`config.mk`:
```
export PLATFORM = sky130hd
export DESIGN_NAME = module_status_control
export DESIGN_NICKNAME = d
export VERILOG_FILES = /design/src/module_status_control.v
export VERILOG_INCLUDE_DIRS = /design/src /design/src/pkg
export SDC_FILE = /design/constraint.sdc
export NUM_CORES = 1
export LEC_CHECK = 0
export ABC_CLOCK_PERIOD_IN_PS = 2900
export BUFFER_PORTS_ARGS = -buffer_cell sky130_fd_sc_hd__buf_2
export CAP_MARGIN = 20
export CORE_UTILIZATION = 45
export CTS_CLUSTER_DIAMETER = 120
export DETAILED_ROUTE_END_ITERATION = 10
export GPL_ROUTABILITY_DRIVEN = 0
export PLACE_DENSITY_LB_ADDON = 0.25
export SYNTH_ARGS = -nofsm -noshare
export SYNTH_HDL_FRONTEND = slang
export SYNTH_SLANG_ARGS = --single-unit
```
`constraint.sdc`:
```
create_clock -name i_sys_clk -period 2.9 [get_ports i_sys_clk]
set_input_delay 0.145 -clock i_sys_clk [delete_from_list [all_inputs] [get_ports i_sys_clk]]
set_output_delay 0.145 -clock i_sys_clk [all_outputs]
set_load 0.03 [all_outputs]
```
`src/pkg/module_status_regs.vh`:
```
// Constants for the module status and control timing block.
// Assumes a 100 MHz system clock; the init and wake counts are module parameters.
// Behaviour
// - Answer the management bus within 2000 ms of power becoming valid.
// - Clear data-not-ready and assert interrupt within 2000 ms of valid power.
// - Become fully functional within 2000 ms after module reset release.
// - Enter low power within 100 us of low-power select going high.
// - Drive interrupt low within 200 ms of any triggering condition.
// - Release interrupt within 500 us after the causing flag is read-cleared.
// - Set loss flag and assert interrupt within 100 ms of receive loss.
// - Set transmit fault flag and assert interrupt within 200 ms of fault.
// - Set other flags and assert interrupt within 200 ms of their condition.
// - Stop interrupt for a flag within 100 ms of its mask being set.
// - Resume interrupt for a flag within 100 ms of its mask clearing.
// - Respond to bus within 100 us after module select is asserted.
// - Stop responding to bus within 100 us after module select is released.
// - Enter low power within 100 ms of soft power-down being set.
// - Return to full function within 300 ms of soft power-down clearing.
// - Fully functional means data-not-ready cleared and interrupt asserted for it.
// - Read-driven deadlines start at clock fall after the read's stop.
// - Write-driven deadlines start at clock fall after the write's stop.
`ifndef MODULE_STATUS_REGS_VH
`define MODULE_STATUS_REGS_VH

`define CLK_MHZ 100
`define T_INIT_MS 2000
`define T_LOW_POWER_SELECT_US 100
`define T_SELECT_US 100
`define T_PDOWN_ON_MS 100
`define T_PDOWN_OFF_MS 300
// Internal settle times, well inside the documented limits
`define T_INIT_CYC 24'hF4240
`define T_FLAG_CYC 24'h0003E8
`define T_SEL_CYC 16'h0010
`define T_LP_CYC 16'h0010
`define T_PDOFF_CYC 24'h000100

`define NUM_FLAGS 8
`define FLAG_RX_LOS 0
`define FLAG_TX_FAULT 1

`endif

```
`src/module_status_control.v`:
```
// Module-side supervisory logic: init, select, low power, flags and interrupt.
// Assumes all inputs synchronous to i_sys_clk; the bus engine supplies
// one-cycle read-clear and write-done strobes timed at the post-stop clock fall.
// Init and wake timeouts are parameters so a bench can shorten them.
`timescale 1ns/1ns
`include "module_status_regs.vh"

module module_status_control #(
    parameter [23:0] INIT_CYCLES = `T_INIT_CYC,
    parameter [23:0] PDOFF_CYCLES = `T_PDOFF_CYC
) (
    input wire i_sys_clk,
    input wire i_nrst,
    input wire i_module_reset_n,
    input wire i_module_select_n,
    input wire i_low_power_select,
    input wire i_soft_power_down,
    input wire i_pdown_write_done,
    input wire [7:0] i_flag_cond,
    input wire [7:0] i_flag_mask,
    input wire i_flag_read_clear,
    input wire i_data_ready_read,
    output reg o_bus_respond,
    output reg o_data_not_ready,
    output reg o_interrupt_out_n,
    output reg o_low_power,
    output reg o_fully_functional,
    output reg [7:0] o_flags
);

// =============================================
// Initialisation after power-up or module reset
// =============================================
// One-hot states
localparam [2:0] ST_INIT = 3'b001;
localparam [2:0] ST_RUN = 3'b010;
localparam [2:0] ST_WAKE = 3'b100;

reg [2:0] state_reg;
reg [2:0] state_next;
reg [23:0] init_cnt_reg;
reg [23:0] init_cnt_next;
reg data_not_ready_next;
reg fully_functional_next;
reg dnr_event_reg;
reg dnr_event_next;
reg pd_reg;
reg pd_next;

// =============================================
// Shared terminal-count decode
// =============================================
// Every timeout counter in the block ends on the same compare
function count_done;
    input [23:0] cnt;
    input [23:0] limit;
    begin
        count_done = (cnt >= limit - 24'h000001);
    end
endfunction

// =============================================
// Init and wake next state
// =============================================
always @* begin
    // Defaults hold state; only the branches below move it
    state_next = state_reg;
    init_cnt_next = init_cnt_reg;
    data_not_ready_next = o_data_not_ready;
    fully_functional_next = o_fully_functional;
    dnr_event_next = dnr_event_reg;
    pd_next = pd_reg;
    if (!i_module_reset_n) begin
        // Held in reset; timeout restarts at the rising edge
        state_next = ST_INIT;
        init_cnt_next = 24'h000000;
        data_not_ready_next = 1'b1;
        fully_functional_next = 1'b0;
        dnr_event_next = 1'b0;
        pd_next = 1'b0;
    end else begin
        if (i_pdown_write_done) begin
            pd_next = i_soft_power_down;
        end
        if (i_data_ready_read) begin
            dnr_event_next = 1'b0;
        end
        // Init end wins over a status read landing in the same cycle
        case (state_reg)
            ST_INIT: begin
                if (count_done(init_cnt_reg, INIT_CYCLES)) begin
                    state_next = ST_RUN;
                    data_not_ready_next = 1'b0;
                    dnr_event_next = 1'b1;
                    fully_functional_next = 1'b1;
                    init_cnt_next = 24'h000000;
                end else begin
                    init_cnt_next = init_cnt_reg + 24'h000001;
                end
            end
            ST_RUN: begin
                // Wake only on a write that really clears a set power-down bit
                if (i_pdown_write_done && !i_soft_power_down && pd_reg) begin
                    state_next = ST_WAKE;
                    fully_functional_next = 1'b0;
                    init_cnt_next = 24'h000000;
                end
            end
            ST_WAKE: begin
                // Wake reuses the init counter; the two never run at once
                if (count_done(init_cnt_reg, PDOFF_CYCLES)) begin
                    state_next = ST_RUN;
                    fully_functional_next = 1'b1;
                    dnr_event_next = 1'b1;
                end else begin
                    init_cnt_next = init_cnt_reg + 24'h000001;
                end
            end
            default: begin
                state_next = ST_INIT;
            end
        endcase
    end
end

// =============================================
// Init and wake registers
// =============================================
always @(posedge i_sys_clk or negedge i_nrst) begin
    if (!i_nrst) begin
        // Data-not-ready reads high until the first init completes
        state_reg <= ST_INIT;
        init_cnt_reg <= 24'h000000;
        o_data_not_ready <= 1'b1;
        o_fully_functional <= 1'b0;
        dnr_event_reg <= 1'b0;
        pd_reg <= 1'b0;
    end else begin
        state_reg <= state_next;
        init_cnt_reg <= init_cnt_next;
        o_data_not_ready <= data_not_ready_next;
        o_fully_functional <= fully_functional_next;
        dnr_event_reg <= dnr_event_next;
        pd_reg <= pd_next;
    end
end

// =============================================
// Bus response gated by module select
// =============================================
reg [15:0] sel_cnt_reg;
reg [15:0] sel_cnt_next;
reg sel_seen_reg;
reg sel_seen_next;
reg bus_respond_next;

always @* begin
    // Counter stays at zero whenever pin and state agree
    sel_cnt_next = 16'h0000;
    sel_seen_next = sel_seen_reg;
    // Short debounce so a glitch on select does not flap the bus
    if ((!i_module_select_n) != sel_seen_reg) begin
        if (count_done({8'h00, sel_cnt_reg}, {8'h00, `T_SEL_CYC})) begin
            sel_seen_next = !i_module_select_n;
        end else begin
            sel_cnt_next = sel_cnt_reg + 16'h0001;
        end
    end
    // Never answer while the init timeout runs
    bus_respond_next = sel_seen_reg && (state_reg != ST_INIT);
end

// =============================================
// Select registers
// =============================================
always @(posedge i_sys_clk or negedge i_nrst) begin
    if (!i_nrst) begin
        // Bus stays mute out of reset until select is seen
        sel_cnt_reg <= 16'h0000;
        sel_seen_reg <= 1'b0;
        o_bus_respond <= 1'b0;
    end else begin
        sel_cnt_reg <= sel_cnt_next;
        sel_seen_reg <= sel_seen_next;
        o_bus_respond <= bus_respond_next;
    end
end

// =============================================
// Low power control
// =============================================
reg [15:0] lp_cnt_reg;
reg [15:0] lp_cnt_next;
reg low_power_next;

always @* begin
    lp_cnt_next = 16'h0000;
    low_power_next = o_low_power;
    // Pin request is filtered before it takes effect
    if (i_low_power_select && !o_low_power) begin
        if (count_done({8'h00, lp_cnt_reg}, {8'h00, `T_LP_CYC})) begin
            low_power_next = 1'b1;
        end else begin
            lp_cnt_next = lp_cnt_reg + 16'h0001;
        end
    end else if (pd_reg && i_module_reset_n) begin
        // Soft bit holds low power only while module reset is high
        low_power_next = 1'b1;
    end else if (!i_low_power_select && (!pd_reg || !i_module_reset_n)) begin
        low_power_next = 1'b0;
    end
end

// =============================================
// Low power registers
// =============================================
always @(posedge i_sys_clk or negedge i_nrst) begin
    if (!i_nrst) begin
        lp_cnt_reg <= 16'h0000;
        o_low_power <= 1'b0;
    end else begin
        lp_cnt_reg <= lp_cnt_next;
        o_low_power <= low_power_next;
    end
end

// =============================================
// Flags and interrupt output
// =============================================
reg [23:0] flag_cnt_reg [0:7];
reg [7:0] pend_reg;
wire [7:0] active_w;

function flag_pending;
    input f;
    input m;
    begin
        flag_pending = f & ~m;
    end
endfunction

// =============================================
// Per-flag filter, latch and mask
// =============================================
genvar g;
generate
    for (g = 0; g < `NUM_FLAGS; g = g + 1) begin : gen_flag
        // Filter: a condition must hold a while before it latches
        reg [23:0] flag_cnt_next;
        reg flag_next;

        always @* begin
            flag_cnt_next = 24'h000000;
            flag_next = o_flags[g];
            if (i_flag_cond[g]) begin
                // Counter saturates so a long condition cannot wrap it
                if (flag_cnt_reg[g] < `T_FLAG_CYC) begin
                    flag_cnt_next = flag_cnt_reg[g] + 24'h000001;
                end else begin
                    flag_cnt_next = flag_cnt_reg[g];
                end
            end
            // Set wins over a read-clear in the same cycle
            if (i_flag_cond[g] && count_done(flag_cnt_reg[g], `T_FLAG_CYC)) begin
                flag_next = 1'b1;
            end else if (i_flag_read_clear) begin
                flag_next = 1'b0;
            end
        end

        always @(posedge i_sys_clk or negedge i_nrst) begin
            if (!i_nrst) begin
                // Latched flags survive until a read-clear
                flag_cnt_reg[g] <= 24'h000000;
                o_flags[g] <= 1'b0;
            end else begin
                flag_cnt_reg[g] <= flag_cnt_next;
                o_flags[g] <= flag_next;
            end
        end
        assign active_w[g] = flag_pending(o_flags[g], i_flag_mask[g]);
    end
endgenerate

reg [7:0] pend_next;
reg interrupt_out_n_next;

always @* begin
    // One stage so a flag and its mask change settle together
    pend_next = active_w;
    interrupt_out_n_next = ~((|pend_reg) | dnr_event_reg);
end

// =============================================
// Interrupt registers
// =============================================
always @(posedge i_sys_clk or negedge i_nrst) begin
    if (!i_nrst) begin
        // Interrupt line idles high
        pend_reg <= 8'h00;
        o_interrupt_out_n <= 1'b1;
    end else begin
        pend_reg <= pend_next;
        o_interrupt_out_n <= interrupt_out_n_next;
    end
end

endmodule // module_status_control

```
==> run metrics <==
status=completed; Total Routing Usage GR=15.98%; HPWL Detailed=12.61 mm; Fmax achieved=~380 MHz; Final Hold Fails=0; Worst path top cell family by delay=simple AND/OR/NAND/NOR gates; port buffer count=37; clk slew on worst S/H paths=roughly 60 ps; Final ANT Viol Nets=0; CTS buffer count=30; Seq pwr share=47.7%; Die W=~160 um; Core ar.=0.02518 mm^2; Die Y=162.4 um; P_int=6.524 mW; Max Slew Vio Count=0; buffer and inverter count on the worst path=0; Switch Pwr=around 1.7 mW; total number of H-tree levels=1; Max-slew headroom=about 50%; Mapped Area=~0.012 mm^2; Max Buffers Root-to-Sink=3; largest net degree at the start of global routing=~110; Synth top area share=58.79%; synth cell count leaders=dfrtp_1, and2_1, nor2_1, nand2_1, nor4_1; top_reg_cell synth=dfrtp_1; CP max-delay cell=or4_4; RSZ-0062 raised after global routing=no; clock root buffer=clkbuf_16; P_leak=6.370 nW; worst ir drop on vdd=a little under 400 uV; Max-Cap Viols=0; max reg flops=around 190; Logic pwr share=under 10%; Synth area leaders=dfrtp_1, and2_1, xnor2_1; period utilization=90.26%; Seq/Total Area, Yosys=59.47%; Initial Utilization=a little under half; top-count cell post-synth=dfrtp_1; clock power share=roughly half; crit start category=flip-flop; Post-synth EDFFs=0; crit-path max FO=11; # clock sinks=around 280; first-pass GRT wire length=35.18 mm; min-delay worst type=in -> reg; vias in the first global route=7481; fin nets=between 1000 and 1500; asr flop ratio synth=100.0%; reg-to-reg slack, setup=280 ps; synth unique cells=between 60 and 70; via count=7560; Setup Viol. Count Final=0; worst skew pair latency=between 500 and 600 ps; Worst Setup End Kind=flip-flop; slew of the pin with the lowest slew margin=approximately 740 ps; total die area=0.02637 mm^2; # diodes=0; dominant cell type by area after synthesis=dfrtp_1; critical path, cell by cell=or4_4 -> nand4bb_1 -> and2_1 -> o21ai_4 -> nand3_2 -> o41ai_1; DR DRC count=0; Setup TNS=0 ps; maximum single-stage delay on the critical path=about 570 ps; area delta synth->final=16.95%; # rows=between 50 and 60; routed vias/inst=approximately 5.1; initial antenna violation count=0; PostCTS Resize Cnt=0; switching fraction of total power=20.91%; flops & latches, synth=approximately 280; Synthesis Warnings=0; Syn Inst Count=between 1000 and 1500; drt wl/cell=approximately 14 um; Critical Path RT=3330 ps; final worst slack=~280 ps; io pins=38; final wirelength=about 20 mm; PD cells=a little over 600 mW/mm^2; DRT iter0 DRCs=~570; Crit Path Class=reg -> reg; pre-CTS setup slack=289.6 ps; synthesized area per cell=around 11 um^2; layout cell share with drive strength beyond 1=a little over a tenth; crit path DAT=3040 ps; clk_skew=between 15 and 20 ps; total grt overflow=0; post-layout min period=around 2600 ps; CTS tree=done; first drt pass iteration count=4
per-stage QoR:
stage	cells	cell area [um^2]	hold WS, ps	power, mW	util [%]
floorplan	1057	11660	-150.6	4.136	-
global placement	1399	12230	11.49	4.284	48.57
detailed placement	1399	12230	11.67	4.289	48.57
CTS	1476	13520	5.697	8.358	53.70
global route	1479	13540	36.99	8.546	53.77
finish	1479	13540	25.32	8.249	53.77
path summary, 6_finish.rpt:
check | startpoint | to | depth (start not counted)
hold / removal | i_flag_cond[0] | flag_cnt_reg[171] | 2
min in group asynchronous | i_nrst | sel_cnt_reg[2] | 2
setup reg to reg | init_cnt_reg[12] | init_cnt_reg[10] | 6
max in group asynchronous | i_nrst | flag_cnt_reg[16] | 3
setup / recovery | init_cnt_reg[12] | init_cnt_reg[10] | 6
hold reg to reg | pend_reg[1] | o_interrupt_out_n | 1
what timing repair did:
action / in CTS / in global routing
hold buffers: 22 / 0
setup buffers: 0 / 0
endpoints found under the hold margin: 311 / 0
power groups by stage:
stage	logic (mW)	registers (mW)	clock network, mW
finish	0.302	3.93	4.01
floorplan	0.136	4.00	0
global route	0.352	3.94	4.25
global placement	0.284	4.00	0
detailed placement	0.287	4.00	0
CTS	0.312	3.93	4.11
metal layers:
metal	vias up	part of all wire, %	GRT usage (%)	routed length [um]
li1	3751	-	-	-
met1	3699	50	22.64	10060
met2	79	45	25.66	9110
met3	31	3.1	2.394	626
met4	0	2.1	4.288	419
met5	-	0	0	0
area by class of cell:
class	instances	area, um^2
Timing Repair Buffer	71	538.0
Fill cell	2173	11640
Clock buffer	43	869.6
Multi-Input combinational cell	722	4536
Sequential cell	275	6885
Clock inverter	12	200.2
Tap cell	330	412.9
Inverter	26	97.59
cell families after synthesis:
kind of cell / synth area share (%)
adders and majority gates: 1.189
AOI/OAI and AO/OA: 7.447
other: 0.03239
DFF: 59.47
buffers and inverters: 2.097
xor gates and xnor gates: 4.539
muxes: 1.124
and+or+nand+nor: 24.10
layout by cell type (no fill, tap or decap), types with 26 or more instances in the layout:
cell type	netlist	layout
dfrtp_1	272	272
and2_1	160	160
nor2_1	66	66
nand2_1	45	45
nor4_1	39	39
buf_2	2	38
nand3_1	35	35
nand4_1	35	35
o21ai_0	31	31
xnor2_1	30	30
xor2_1	30	30
clkbuf_16	0	30
inv_1	26	26
Note: power is estimated with default switching activity, not from simulation.
